## src/rtl/ebi_defs.svh

```systemverilog
// Register offsets, field positions and reset values of the external bus interface.
// Assumes inclusion by bare name from the package only; the register file uses its macros without including it.
`ifndef EBI_DEFS_SVH
`define EBI_DEFS_SVH

`define EBI_OFS_CTRL       12'h000
`define EBI_OFS_ADDR       12'h004
`define EBI_OFS_WDATA      12'h008
`define EBI_OFS_RDATA      12'h00C
`define EBI_OFS_STATUS     12'h010
`define EBI_OFS_BANK_BASE  12'h020
`define EBI_OFS_BANK_LAST  12'h03C

`define EBI_CTRL_GO        0
`define EBI_CTRL_WRITE     1
`define EBI_STAT_BUSY      0
`define EBI_STAT_ERR       1
`define EBI_STAT_GRANT     2
`define EBI_STAT_BOOT_LSB  4
`define EBI_BANK_WID_LSB   0
`define EBI_BANK_CYC_LSB   4
`define EBI_BANK_SIZE_LSB  8

`define EBI_RST_WIDTH      2'h1
`define EBI_RST_CYCLES     4'hF
`define EBI_RST_SIZE       3'h7

`endif

```

## src/rtl/ebi_pkg.sv

```systemverilog
// Types shared by the external bus interface modules.
// Assumes nothing beyond the defines header.
package ebi_pkg;
  `include "ebi_defs.svh"

  typedef enum logic [1:0] {
    EBI_W8  = 2'h0,
    EBI_W16 = 2'h1,
    EBI_W32 = 2'h2
  } ebi_width_e;

  typedef enum logic [1:0] {
    EBI_BOOT_NAND = 2'h0,
    EBI_BOOT_16   = 2'h1,
    EBI_BOOT_32   = 2'h2,
    EBI_BOOT_TEST = 2'h3
  } ebi_boot_e;

  typedef enum logic [2:0] {
    EBI_ST_IDLE   = 3'h0,
    EBI_ST_SETUP  = 3'h1,
    EBI_ST_STROBE = 3'h3,
    EBI_ST_END    = 3'h2,
    EBI_ST_GRANT  = 3'h6
  } ebi_state_e;

  typedef logic [7:0][1:0] ebi_widths_t;
  typedef logic [7:0][3:0] ebi_cycles_t;
  typedef logic [7:0][2:0] ebi_sizes_t;

  typedef struct packed {
    logic        pready;
    logic        pslverr;
    logic [31:0] prdata;
    logic        go;
    logic        go_wr;
    logic [29:0] addr;
    logic [31:0] wdata;
    ebi_widths_t width;
    ebi_cycles_t cycles;
    ebi_sizes_t  size;
  } ebi_regs_s;

  typedef struct packed {
    ebi_state_e  state;
    logic [1:0]  boot;
    logic [1:0]  beat;
    logic [3:0]  cnt;
    logic [2:0]  bank;
    logic [1:0]  width;
    logic        wr;
    logic [26:0] base;
    logic [31:0] wdata;
    logic [26:0] addr;
    logic        addr_oe_low;
    logic [31:0] dout;
    logic        data_oe_low;
    logic [7:0]  cs_low;
    logic        we_low;
    logic        oe_low;
    logic        strobe_oe_low;
    logic        grant_low;
    logic [31:0] rdata;
    logic        busy;
    logic        err;
  } ebi_eng_s;
endpackage : ebi_pkg

```

## src/rtl/ebi_cfg_if.sv

```systemverilog
// Carrier between the register file and the bus engine.
// Assumes both ends share clock and reset.
interface ebi_cfg_if;
  import ebi_pkg::*;
  logic              go;
  logic              go_wr;
  logic [29:0]       addr;
  logic [31:0]       wdata;
  ebi_widths_t       width;
  ebi_cycles_t       cycles;
  ebi_sizes_t        size;
  logic              busy;
  logic              err;
  logic              granted;
  logic [1:0]        boot;
  logic [31:0]       rdata;

  modport regs (output go, go_wr, addr, wdata, width, cycles, size,
                input  busy, err, granted, boot, rdata);
  modport eng  (input  go, go_wr, addr, wdata, width, cycles, size,
                output busy, err, granted, boot, rdata);
endinterface : ebi_cfg_if

```

## src/rtl/ebi_regs.sv

```systemverilog
// APB register file of the external bus interface.
// Assumes an APB master; answers with pready in the second access cycle.
module ebi_regs
  import ebi_pkg::*;
(
  // Clock and reset
  input  wire logic  clock_i,
  input  wire logic  rst_i,
  // APB slave
  input  wire logic [11:0] paddr_i,
  input  wire logic        psel_i,
  input  wire logic        penable_i,
  input  wire logic        pwrite_i,
  input  wire logic [31:0] pwdata_i,
  output logic [31:0]      prdata_o,
  output logic             pready_o,
  output logic             pslverr_o,
  // Engine side
  ebi_cfg_if.regs          cfg
);
  import ebi_pkg::*;

  ebi_regs_s st_ff;
  ebi_regs_s nxt_st;

  function automatic logic ebi_mapped(input logic [11:0] a);
    ebi_mapped = (a[1:0] == 2'h0) &&
                 (a <= `EBI_OFS_STATUS || (a >= `EBI_OFS_BANK_BASE && a <= `EBI_OFS_BANK_LAST));
  endfunction : ebi_mapped

  function automatic logic [31:0] ebi_read(input logic [11:0] a, input ebi_regs_s s);
    logic [2:0] b;
    b = a[4:2];
    ebi_read = 32'h0;
    case (a)
      `EBI_OFS_ADDR:   ebi_read = {2'h0, s.addr};
      `EBI_OFS_WDATA:  ebi_read = s.wdata;
      `EBI_OFS_RDATA:  ebi_read = cfg.rdata;
      `EBI_OFS_STATUS: begin
        ebi_read[`EBI_STAT_BUSY]  = cfg.busy;
        ebi_read[`EBI_STAT_ERR]   = cfg.err;
        ebi_read[`EBI_STAT_GRANT] = cfg.granted;
        ebi_read[`EBI_STAT_BOOT_LSB +: 2] = cfg.boot;
      end
      default: begin
        if (a >= `EBI_OFS_BANK_BASE && a <= `EBI_OFS_BANK_LAST) begin
          ebi_read[`EBI_BANK_WID_LSB +: 2]  = s.width[b];
          ebi_read[`EBI_BANK_CYC_LSB +: 4]  = s.cycles[b];
          ebi_read[`EBI_BANK_SIZE_LSB +: 3] = s.size[b];
        end
      end
    endcase
  endfunction : ebi_read

  always_comb begin
    nxt_st         = st_ff;
    nxt_st.go      = 1'b0;
    nxt_st.pslverr = 1'b0;
    nxt_st.pready  = psel_i & penable_i & ~st_ff.pready;
    if (psel_i && penable_i && !st_ff.pready) begin
      nxt_st.prdata  = ebi_read(paddr_i, st_ff);
      nxt_st.pslverr = ~ebi_mapped(paddr_i);
    end
    // Write lands on the edge where pready is seen high
    if (psel_i && penable_i && st_ff.pready && pwrite_i && ebi_mapped(paddr_i)) begin
      case (paddr_i)
        `EBI_OFS_CTRL: begin
          // A start while busy is dropped; status shows busy
          nxt_st.go    = pwdata_i[`EBI_CTRL_GO] & ~cfg.busy;
          nxt_st.go_wr = pwdata_i[`EBI_CTRL_WRITE];
        end
        `EBI_OFS_ADDR:  nxt_st.addr  = pwdata_i[29:0];
        `EBI_OFS_WDATA: nxt_st.wdata = pwdata_i;
        default: begin
          if (paddr_i >= `EBI_OFS_BANK_BASE) begin
            nxt_st.width[paddr_i[4:2]]  = pwdata_i[`EBI_BANK_WID_LSB +: 2];
            nxt_st.cycles[paddr_i[4:2]] = pwdata_i[`EBI_BANK_CYC_LSB +: 4];
            nxt_st.size[paddr_i[4:2]]   = pwdata_i[`EBI_BANK_SIZE_LSB +: 3];
          end
        end
      endcase
    end
  end

  always_ff @(posedge clock_i) begin
    if (rst_i) begin
      st_ff        <= '0;
      st_ff.width  <= {8{`EBI_RST_WIDTH}};
      st_ff.cycles <= {8{`EBI_RST_CYCLES}};
      st_ff.size   <= {8{`EBI_RST_SIZE}};
    end else begin
      st_ff <= nxt_st;
    end
  end

  assign prdata_o   = st_ff.prdata;
  assign pready_o   = st_ff.pready;
  assign pslverr_o  = st_ff.pslverr;
  assign cfg.go     = st_ff.go;
  assign cfg.go_wr  = st_ff.go_wr;
  assign cfg.addr   = st_ff.addr;
  assign cfg.wdata  = st_ff.wdata;
  assign cfg.width  = st_ff.width;
  assign cfg.cycles = st_ff.cycles;
  assign cfg.size   = st_ff.size;
endmodule : ebi_regs

```

## src/rtl/ebi_top.sv

```systemverilog
// External static memory bus interface: APB registers start single-word
// accesses that run as one or more bus beats on the external pins.
// Assumes pins already synchronous to clock_i; the pad ring resolves enables.
//
// Added by the designer: register access over APB and the register offsets.
module ebi_top
  import ebi_pkg::*;
(
  // Clock and reset
  input  wire logic        clock_i,
  input  wire logic        rst_i,
  // APB slave
  input  wire logic [11:0] paddr_i,
  input  wire logic        psel_i,
  input  wire logic        penable_i,
  input  wire logic        pwrite_i,
  input  wire logic [31:0] pwdata_i,
  output logic [31:0]      prdata_o,
  output logic             pready_o,
  output logic             pslverr_o,
  // Straps
  input  wire logic [1:0]  boot_mode_pins_i,
  // Address and data pins
  output logic [26:0]      addr_o,
  output logic             addr_oe_low_o,
  input  wire logic [31:0] data_i,
  output logic [31:0]      data_o,
  output logic             data_oe_low_o,
  // Selects and strobes
  output logic [7:0]       bank_select_low_o,
  output logic             write_strobe_low_o,
  output logic             read_strobe_low_o,
  output logic             strobe_oe_low_o,
  // Cycle stretch and bus hand-over
  input  wire logic        cycle_stretch_low_i,
  input  wire logic        bus_hold_request_low_i,
  output logic             bus_hold_grant_low_o
);
  import ebi_pkg::*;

  ebi_cfg_if cfg ();

  ebi_eng_s st_ff;
  ebi_eng_s nxt_st;

  ebi_regs u_regs (
    .clock_i   (clock_i),
    .rst_i     (rst_i),
    .paddr_i   (paddr_i),
    .psel_i    (psel_i),
    .penable_i (penable_i),
    .pwrite_i  (pwrite_i),
    .pwdata_i  (pwdata_i),
    .prdata_o  (prdata_o),
    .pready_o  (pready_o),
    .pslverr_o (pslverr_o),
    .cfg       (cfg)
  );

  // Bank 0 width comes from the straps, not from software
  function automatic logic [1:0] ebi_eff_width(input logic [2:0] bank, input logic [1:0] boot,
                                              input logic [1:0] prog);
    if (bank == 3'h0) begin
      ebi_eff_width = (boot == EBI_BOOT_16) ? EBI_W16 : EBI_W32;
    end else begin
      ebi_eff_width = (prog == EBI_W8 || prog == EBI_W16) ? prog : EBI_W32;
    end
  endfunction : ebi_eff_width

  // Region is 1 MB shifted left by the size code; code 7 spans all 128 MB
  function automatic logic ebi_in_region(input logic [26:0] ofs, input logic [2:0] code);
    ebi_in_region = ((ofs[26:20] >> code) == 7'h0);
  endfunction : ebi_in_region

  function automatic logic [26:0] ebi_beat_ofs(input logic [1:0] w, input logic [1:0] beat);
    case (w)
      EBI_W8:  ebi_beat_ofs = {25'h0, beat};
      EBI_W16: ebi_beat_ofs = {25'h0, beat[0], 1'b0};
      default: ebi_beat_ofs = 27'h0;
    endcase
  endfunction : ebi_beat_ofs

  function automatic logic ebi_last_beat(input logic [1:0] w, input logic [1:0] beat);
    case (w)
      EBI_W8:  ebi_last_beat = (beat == 2'h3);
      EBI_W16: ebi_last_beat = (beat == 2'h1);
      default: ebi_last_beat = 1'b1;
    endcase
  endfunction : ebi_last_beat

  // Narrow beats use the low lanes of the data bus
  function automatic logic [31:0] ebi_lane_wr(input logic [1:0] w, input logic [1:0] beat,
                                             input logic [31:0] d);
    case (w)
      EBI_W8:  ebi_lane_wr = {24'h0, d[{beat, 3'h0} +: 8]};
      EBI_W16: ebi_lane_wr = {16'h0, d[{beat[0], 4'h0} +: 16]};
      default: ebi_lane_wr = d;
    endcase
  endfunction : ebi_lane_wr

  function automatic logic [31:0] ebi_lane_rd(input logic [1:0] w, input logic [1:0] beat,
                                             input logic [31:0] acc, input logic [31:0] din);
    ebi_lane_rd = acc;
    case (w)
      EBI_W8:  ebi_lane_rd[{beat, 3'h0} +: 8] = din[7:0];
      EBI_W16: ebi_lane_rd[{beat[0], 4'h0} +: 16] = din[15:0];
      default: ebi_lane_rd = din;
    endcase
  endfunction : ebi_lane_rd

  always_comb begin
    nxt_st = st_ff;
    case (st_ff.state)
      EBI_ST_IDLE: begin
        // Hand-over wins over a start in the same cycle
        if (!bus_hold_request_low_i) begin
          nxt_st.state         = EBI_ST_GRANT;
          nxt_st.addr_oe_low   = 1'b1;
          nxt_st.data_oe_low   = 1'b1;
          nxt_st.strobe_oe_low = 1'b1;
          nxt_st.grant_low     = 1'b0;
          nxt_st.busy          = st_ff.busy | cfg.go;
          if (cfg.go) begin
            nxt_st.wr    = cfg.go_wr;
            nxt_st.bank  = cfg.addr[29:27];
            nxt_st.base  = cfg.addr[26:0];
            nxt_st.wdata = cfg.wdata;
          end
        end else if (cfg.go || st_ff.busy) begin
          if (cfg.go) begin
            nxt_st.wr    = cfg.go_wr;
            nxt_st.bank  = cfg.addr[29:27];
            nxt_st.base  = cfg.addr[26:0];
            nxt_st.wdata = cfg.wdata;
          end
          nxt_st.busy  = 1'b1;
          nxt_st.beat  = 2'h0;
          nxt_st.width = ebi_eff_width(nxt_st.bank, st_ff.boot, cfg.width[nxt_st.bank]);
          // Outside the bank region or in test mode: refuse, no pins move
          if (st_ff.boot == EBI_BOOT_TEST ||
              !ebi_in_region(nxt_st.base, cfg.size[nxt_st.bank])) begin
            nxt_st.busy = 1'b0;
            nxt_st.err  = 1'b1;
          end else begin
            nxt_st.err   = 1'b0;
            nxt_st.state = EBI_ST_SETUP;
            nxt_st.addr  = nxt_st.base + ebi_beat_ofs(nxt_st.width, 2'h0);
            nxt_st.cs_low[nxt_st.bank] = 1'b0;
            if (nxt_st.wr) begin
              nxt_st.dout        = ebi_lane_wr(nxt_st.width, 2'h0, nxt_st.wdata);
              nxt_st.data_oe_low = 1'b0;
            end
          end
        end
      end
      EBI_ST_SETUP: begin
        nxt_st.state = EBI_ST_STROBE;
        nxt_st.cnt   = cfg.cycles[st_ff.bank];
        if (st_ff.wr) begin
          nxt_st.we_low = 1'b0;
        end else begin
          nxt_st.oe_low = 1'b0;
        end
      end
      EBI_ST_STROBE: begin
        if (st_ff.cnt != 4'h0) begin
          nxt_st.cnt = st_ff.cnt - 4'h1;
        end else if (cycle_stretch_low_i) begin
          nxt_st.state  = EBI_ST_END;
          nxt_st.we_low = 1'b1;
          nxt_st.oe_low = 1'b1;
          nxt_st.cs_low = 8'hFF;
          if (!st_ff.wr) begin
            nxt_st.rdata = ebi_lane_rd(st_ff.width, st_ff.beat, st_ff.rdata, data_i);
          end
        end
      end
      EBI_ST_END: begin
        // Write data held through this cycle for hold time
        nxt_st.data_oe_low = 1'b1;
        if (ebi_last_beat(st_ff.width, st_ff.beat)) begin
          nxt_st.state = EBI_ST_IDLE;
          nxt_st.busy  = 1'b0;
        end else begin
          nxt_st.state = EBI_ST_SETUP;
          nxt_st.beat  = st_ff.beat + 2'h1;
          nxt_st.addr  = st_ff.base + ebi_beat_ofs(st_ff.width, st_ff.beat + 2'h1);
          nxt_st.cs_low[st_ff.bank] = 1'b0;
          if (st_ff.wr) begin
            nxt_st.dout        = ebi_lane_wr(st_ff.width, st_ff.beat + 2'h1, st_ff.wdata);
            nxt_st.data_oe_low = 1'b0;
          end
        end
      end
      EBI_ST_GRANT: begin
        if (bus_hold_request_low_i) begin
          // Take the bus back; a start held during the grant runs next
          nxt_st.state         = EBI_ST_IDLE;
          nxt_st.grant_low     = 1'b1;
          nxt_st.addr_oe_low   = 1'b0;
          nxt_st.strobe_oe_low = 1'b0;
        end else if (cfg.go) begin
          nxt_st.busy  = 1'b1;
          nxt_st.wr    = cfg.go_wr;
          nxt_st.bank  = cfg.addr[29:27];
          nxt_st.base  = cfg.addr[26:0];
          nxt_st.wdata = cfg.wdata;
        end
      end
      default: begin
        nxt_st.state = EBI_ST_IDLE;
      end
    endcase
  end

  always_ff @(posedge clock_i) begin
    if (rst_i) begin
      st_ff               <= '0;
      st_ff.state         <= EBI_ST_IDLE;
      st_ff.cs_low        <= 8'hFF;
      st_ff.we_low        <= 1'b1;
      st_ff.oe_low        <= 1'b1;
      st_ff.data_oe_low   <= 1'b1;
      st_ff.grant_low     <= 1'b1;
      st_ff.addr_oe_low   <= 1'b0;
      st_ff.strobe_oe_low <= 1'b0;
      st_ff.boot          <= boot_mode_pins_i;
    end else begin
      st_ff <= nxt_st;
    end
  end

  assign addr_o             = st_ff.addr;
  assign addr_oe_low_o      = st_ff.addr_oe_low;
  assign data_o             = st_ff.dout;
  assign data_oe_low_o      = st_ff.data_oe_low;
  assign bank_select_low_o  = st_ff.cs_low;
  assign write_strobe_low_o = st_ff.we_low;
  assign read_strobe_low_o  = st_ff.oe_low;
  assign strobe_oe_low_o    = st_ff.strobe_oe_low;
  assign bus_hold_grant_low_o = st_ff.grant_low;

  assign cfg.busy    = st_ff.busy;
  assign cfg.err     = st_ff.err;
  assign cfg.granted = ~st_ff.grant_low;
  assign cfg.boot    = st_ff.boot;
  assign cfg.rdata   = st_ff.rdata;
endmodule : ebi_top

```

## config.mk

```make
export PLATFORM = sky130hd
export DESIGN_NAME = ebi_top
export DESIGN_NICKNAME = d
export VERILOG_FILES = /design/src/rtl/ebi_pkg.sv /design/src/rtl/ebi_cfg_if.sv /design/src/rtl/ebi_regs.sv /design/src/rtl/ebi_top.sv
export VERILOG_INCLUDE_DIRS = /design/src /design/src/rtl
export SDC_FILE = /design/constraint.sdc
export NUM_CORES = 1
export LEC_CHECK = 0
export BUFFER_PORTS_ARGS = -buffer_cell sky130_fd_sc_hd__buf_2
export CAP_MARGIN = 15
export CELL_PAD_IN_SITES_DETAIL_PLACEMENT = 1
export CELL_PAD_IN_SITES_GLOBAL_PLACEMENT = 1
export CORE_MARGIN = 2
export CORE_UTILIZATION = 45
export CTS_CLUSTER_DIAMETER = 120
export CTS_CLUSTER_SIZE = 25
export DETAILED_ROUTE_END_ITERATION = 8
export PLACE_DENSITY = 0.87
export SLEW_MARGIN = 20
export SYNTH_ARGS = -nofsm -noshare
export SYNTH_HDL_FRONTEND = slang
export SYNTH_HIERARCHICAL = 1
export SYNTH_SLANG_ARGS = --single-unit
```

## constraint.sdc

```tcl
create_clock -name clock_i -period 8.8 [get_ports clock_i]
set_input_delay 1.76 -clock clock_i [delete_from_list [all_inputs] [get_ports clock_i]]
set_output_delay 1.76 -clock clock_i [all_outputs]
set_load 0.03 [all_outputs]
```

; Yosys cells after proc, flatten, opt, wreduce, memory -nomap -nowiden
; Cells that the tools add are included.
[op_classes]
bitwise_logic = 18
reduce_logical = 51
addsub = 6
magnitude_cmp = 9
shift = 7
n_mux = 115
eq_ne = 34
[ops]
columns = op, count
row1 = two-way mux 60 bit, 6
row2 = two-way mux 27 bit, 9
row3 = one-hot mux 32 bit (2 select lines), 3
row4 = two-way mux 41 bit, 3
row5 = one-hot mux 60 bit (2 select lines), 1
row6 = bitwise mux 32 bit, 3
row7 = two-way mux 92 bit, 1
row8 = two-way mux 33 bit, 2
row9 = one-hot mux 33 bit (2 select lines), 1
row10 = one-hot mux 21 bit (3 select lines), 1
row11 = adder 27 bit, 2
row12 = one-hot mux 27 bit (2 select lines), 1
row13 = two-way mux 3 bit, 15
row14 = two-way mux 2 bit, 16
row15 = two-way mux 32 bit, 1
row16 = "variable shift 16 x 7 -> 32 bit, first input constant", 1
row17 = "variable shift 8 x 7 -> 32 bit, first input constant", 1
row18 = indexed part select 16 x 7 -> 32 bit, 1
row19 = indexed part select 32 x 6 -> 16 bit, 1
row20 = indexed part select 32 x 6 -> 8 bit, 1
row21 = indexed part select 8 x 7 -> 32 bit, 1
row22 = "inequality test 2 bit, second input constant", 15
row23 = binary-select mux 4 bit (select 3 bit), 2
row24 = bitwise mux 24 bit, 1
row25 = 63 further kinds, 151
[totals]
ff_bits = 353
elab_cells = 292
out_inout_bits = 107

; Depth between registers and ports, before layout
[logic_depth]
depth_word = 20
ltp_mapped = 15
ltp_nobuf = 14

; By module
; Netlist, hierarchy kept.
[by_module_without_submodules]
columns = module, seq_area_each_um2, instances, cells_each, area_per_inst_um2
row1 = ebi_top, 3663.5, 1, 1427, 11141.9
row2 = ebi_regs, 3403.3, 1, 842, 7577.3

; Worst setup path before layout
; OpenSTA, ideal clock, no wires.
[synth_timing]
path_type = input to register
from = input port cycle_stretch_low_i
to = register st_ff (netlist bit cfg.rdata[31])
t_required_ps = 8735
path_slack_ps = 5203
stages = 8
arrival_ps = 3531
setup_ps = 65
path_cell_list = nor4bb_1 nand3_1 or2_1 nor4_1 nand2_1 o21ai_0 a222oi_1 nor2_1
[synth_between]
elab_chain_cells = 1
[synth_lines]
columns = item, line
row1 = start: declaration, ebi_top.sv:35  ; input wire logic cycle_stretch_low_i,
row2 = AND reduction 4 bit (no source line), -
row3 = end signal: assignment, ebi_top.sv:229  ; st_ff <= nxt_st;
row4 = end: declaration, ebi_top.sv:43  ; ebi_eng_s st_ff;
; Every way passes these cells.
; A chain may end at the register's enable or synchronous reset.

; Worst setup path after layout
[layout_timing]
from = input port paddr_i[4]
to = register u_regs.st_ff (netlist bit u_regs/prdata_o[13])
[layout_between]
elab_chain_cells = 2
[layout_lines]
columns = item, line
row1 = start: declaration, ebi_top.sv:13  ; input wire logic [11:0] paddr_i,
row2 = equality test 12 x 4 -> 1 bit / equality test 12 x 3 -> 1 bit (equally long branches), ebi_regs.sv:35  ; case (a)
row3 = one-hot mux 21 bit (3 select lines) (*), ebi_regs.sv:35
row4 = end signal: assignment, ebi_regs.sv:92  ; st_ff <= nxt_st;
row5 = end: declaration, ebi_regs.sv:23  ; ebi_regs_s st_ff;
; Every way passes the cells marked *; elsewhere a longest branch is shown, timed or not.

==> reports/qor.txt <==
worst slew margin relative to its limit - 22.8%
Post-Synthesis Cells - 2269
I/O Pins - 192
buffer cell driving the clock tree root - clkbuf_16
Hold Path Origin - u_regs/prdata_o[26]
P&R area growth vs syn - 5.19%
critical path peak fanout - 47
type of the tightest min-delay check - flip-flop to flip-flop
Synth Flop Type - dfxtp_1
standard-cell rows - 74
final max-slew violation count - 0
final routed wirelength across all metal layers - 70100 um
setup slack of the critical path after layout - 4.15 ns
Synthesized Nets - 2363
Worst path max stage delay - 0.87 ns
Synth Register Bits - 352
worst voltage drop across the vdd grid - 0.0998 mV
end of the worst register-to-register path - addr_o[12]
final weighted congestion of routability-driven global placement - 0.914
Chip Height - 208 um
n_diodes - 0
CP Data Required Time - 9.25 ns
share of final-layout standard cells stronger than drive strength 1 - 15.0%
via count of the first global-routing pass - 18200
DRC viols - 0
fraction of synthesized cell area in xor and xnor cells - 0.374%
cell count of the worst reg-to-reg path - 11
critical setup path kind - primary input to flip-flop
number of antenna-violating nets in the routed design - 0
area enclosed by the die boundary - 43200 sq um
Post-CTS Setup Inserts - 0
quantity of gates resized following cts - 0
main combinational cell family by area after synthesis - compound AO/OA/AOI/OAI gates
number of hold buffers added after cts - 0
asr flop ratio synth - 0%
outcome - finished, final reports clean
Die W - 208 um
sum of overflow across all layers after global routing - 0
Cell variety after synth - 84
Avg Synthesized Cell Area - 8.25 sq um
Reg2Reg Launch Point - st_ff[176]
Min Clock Period, post-route - 4.65 ns
worst-case register-to-register setup slack - 4.27 ns
pin count of the biggest net entering global routing - 98
initial antenna violation count - 2
maximum number of buffers from clock root to sink - 3
number of search-and-repair iterations in the first detailed-routing pass - 8
Clock transition at path regs - 0.10 ns
total clock buffers created by CTS - 18
arithmetic-cell share of the synthesized area counting full adders, half adders and majority gates - 0.642%
post-DP HPWL - 50000 um
number of enable-type register cells in the synthesized netlist - 2
Power Total - 2.98 mW
Slew @ Worst Pin - 1.15 ns
TritonCTS clock tree - done
setup repair after global routing missed its margin - false
global-route wire length before repair - 107000 um
via total after detailed routing - 18000
htree depth - 1
Clk Latency, worst-skew pair - 0.53 ns
number of max-cap violations - 0
launching element type of the critical path - primary input
Clock Sink Count - 352
area inside the core boundary - 40900 sq um
GRT Total Usage - 31.0%
total of warnings raised by yosys - 6
routed vias/inst - 6.46
final total negative setup slack - 0 ns
leakage component of the power - 6.87 nW
crit path DAT - 5.10 ns
Post-Place Setup Slack - 3.55 ns
cell type with the highest occurrence count on the critical path - buf_4
setup skew after layout - 0.0302 ns
CP endpoint kind - flip-flop
master of the slowest instance on the critical path - and3_1
Setup Viol. Count Final - 0
Starting Density - 45.7%
final clock period utilization by the worst path - 52.8%
power density over the cells - 152 nW/um^2
I/O Buffers - 191
netlist area before placement - 18700 sq um
Nets - 2346
chain of cells forming the critical path - buf_2 -> buf_4 -> nor4_4 -> buf_4 -> and3_1 -> nand3b_1 -> o21ai_1
multiplexer share of the synthesized area - 10.7%
f_max - 215 MHz
number of hold violations in the final report - 0
share of the synthesized area in compound gates (AO/OA/AOI/OAI) - 22.8%
wire length per cell after detailed routing - 25.1 um
number of design-rule violations left by the first detailed-router iteration - 1865
Hold Path Depth - 2
simple-gate share of the synthesized area - 19.0%
fraction of the yosys area taken by sequential cells - 37.8%
Hold Crit Endpoint - u_regs/prdata_o[26]
[logic make-up after synthesis]
group,after synthesis
fa+ha+maj,9
simple gates,772
buf+inv,307
flops,352
mux,182
compound gates,639
xor+xnor,8
[final cells by class]
| type | instances | area (sq um) |
|---|---|---|
| Inverter | 50 | 188 |
| Multi-Input combinational cell | 1610 | 10100 |
| Clock inverter | 1 | 30.0 |
| Sequential cell | 352 | 7070 |
| Tap cell | 532 | 666 |
| Timing Repair Buffer | 220 | 1190 |
| Clock buffer | 21 | 483 |
| Fill cell | 5001 | 21200 |
[routing by layer]
layer,part of all wire (%),global-route usage (%)
met5,0.030,0
met1,40,38.8
met2,46,50.8
met3,6.9,5.07
met4,6.6,17.7
[power by group]
part | internal, mW | total [mW] | switching (mW)
Combinational | 0.0977 | 0.387 | 0.290
Clock | 0.399 | 0.953 | 0.554
Sequential | 1.62 | 1.64 | 0.0244
Total | 2.12 | 2.98 | 0.868
[synth_stat cells (4+ instances only)]
master       n  area [sq um]
buf_4       86           646
buf_1        7          26.3
and4_1       9          78.8
o31ai_1     22           165
nand4_1     11          68.8
inv_1       49           184
nor4_2       5          62.6
mux2i_1    149          1490
nor3_1      52           260
a222oi_1    40           400
mux4_2       9           203
a211oi_2    14           175
nor2_1     242           908
and3_1      14          87.6
or3_1        5          31.3
nand3b_1    11          82.6
xnor2_1      5          43.8
nor4_1      15          93.8
nand3_1     65           325
a31oi_1     14          87.6
a21oi_1    211          1060
nor2b_1      9          56.3
nor3_2       9          90.1
buf_6       18           203
nand2b_1     8          50.1
ha_1         8           100
a211oi_1    24           180
nand2_1    286          1070
a22o_1      42           368
o21ai_1     22           110
a221oi_1    12           105
a22oi_1     54           405
o2111ai_1    4          35.0
o211ai_1    23           173
o221ai_1     7          61.3
dfxtp_1    350          7010
clkbuf_1   117           439
mux2_2      19           214
buf_2       28           140
and2_1       9          56.3
o21ai_0    108           541
[worst max-delay path by stage]
stage                             start                   to  slack [ns]  depth (start not counted)
finish                       paddr_i[4]  u_regs/prdata_o[13]        4.15                          7
global route                 paddr_i[4]  u_regs/prdata_o[14]        3.98                          7
CTS                 cycle_stretch_low_i        cfg.rdata[20]        4.05                          7
detailed placement  cycle_stretch_low_i        cfg.rdata[20]        3.55                          7
global placement    cycle_stretch_low_i        cfg.rdata[17]        3.73                          7
floorplan           cycle_stretch_low_i        cfg.rdata[31]        5.20                          8
[layout by cell type, fill, tap and decap left out, drive strengths merged, types with 12 or more instances in the layout]
master	count
a222oi	40
nand3	65
clkbuf	21
o31ai	22
nor4	22
a211oi	38
a22o	42
buf	220
a221oi	12
o211ai	23
a21oi	211
o21ai	130
and3	14
mux2i	152
nor2	242
dfxtp	350
inv	50
mux2	21
nand2	288
nor3	61
a22oi	54
a31oi	14
[flip-flops by register name, summed over array words and instances (netlist names), 2 cells and up]
signal	cells
addr_o	27
bank_select_low_o	8
cfg.boot	2
cfg.rdata	32
data_o	32
st_ff	74
u_regs/cfg.addr	30
u_regs/cfg.cycles	32
u_regs/cfg.size	24
u_regs/cfg.wdata	32
u_regs/cfg.width	16
u_regs/prdata_o	32
[worst max-delay path: cells and delay by family]
kind | cells | cell delay, ns
AOI/OAI and AO/OA | 1 | 0.37
buffers and inverters | 3 | 0.86
and+or+nand+nor | 3 | 2.08
[metrics by stage]
stage	hold slack, ns	cell area, sq um	utilization, %	instances
floorplan	0.422	18700	-	2269
global placement	0.438	19100	46.8	2763
detailed placement	0.440	19100	46.8	2763
CTS	0.463	19700	48.0	2785
global route	0.476	19700	48.1	2786
finish	0.458	19700	48.1	2786
No activity file was read; power rests on OpenSTA's default activity.
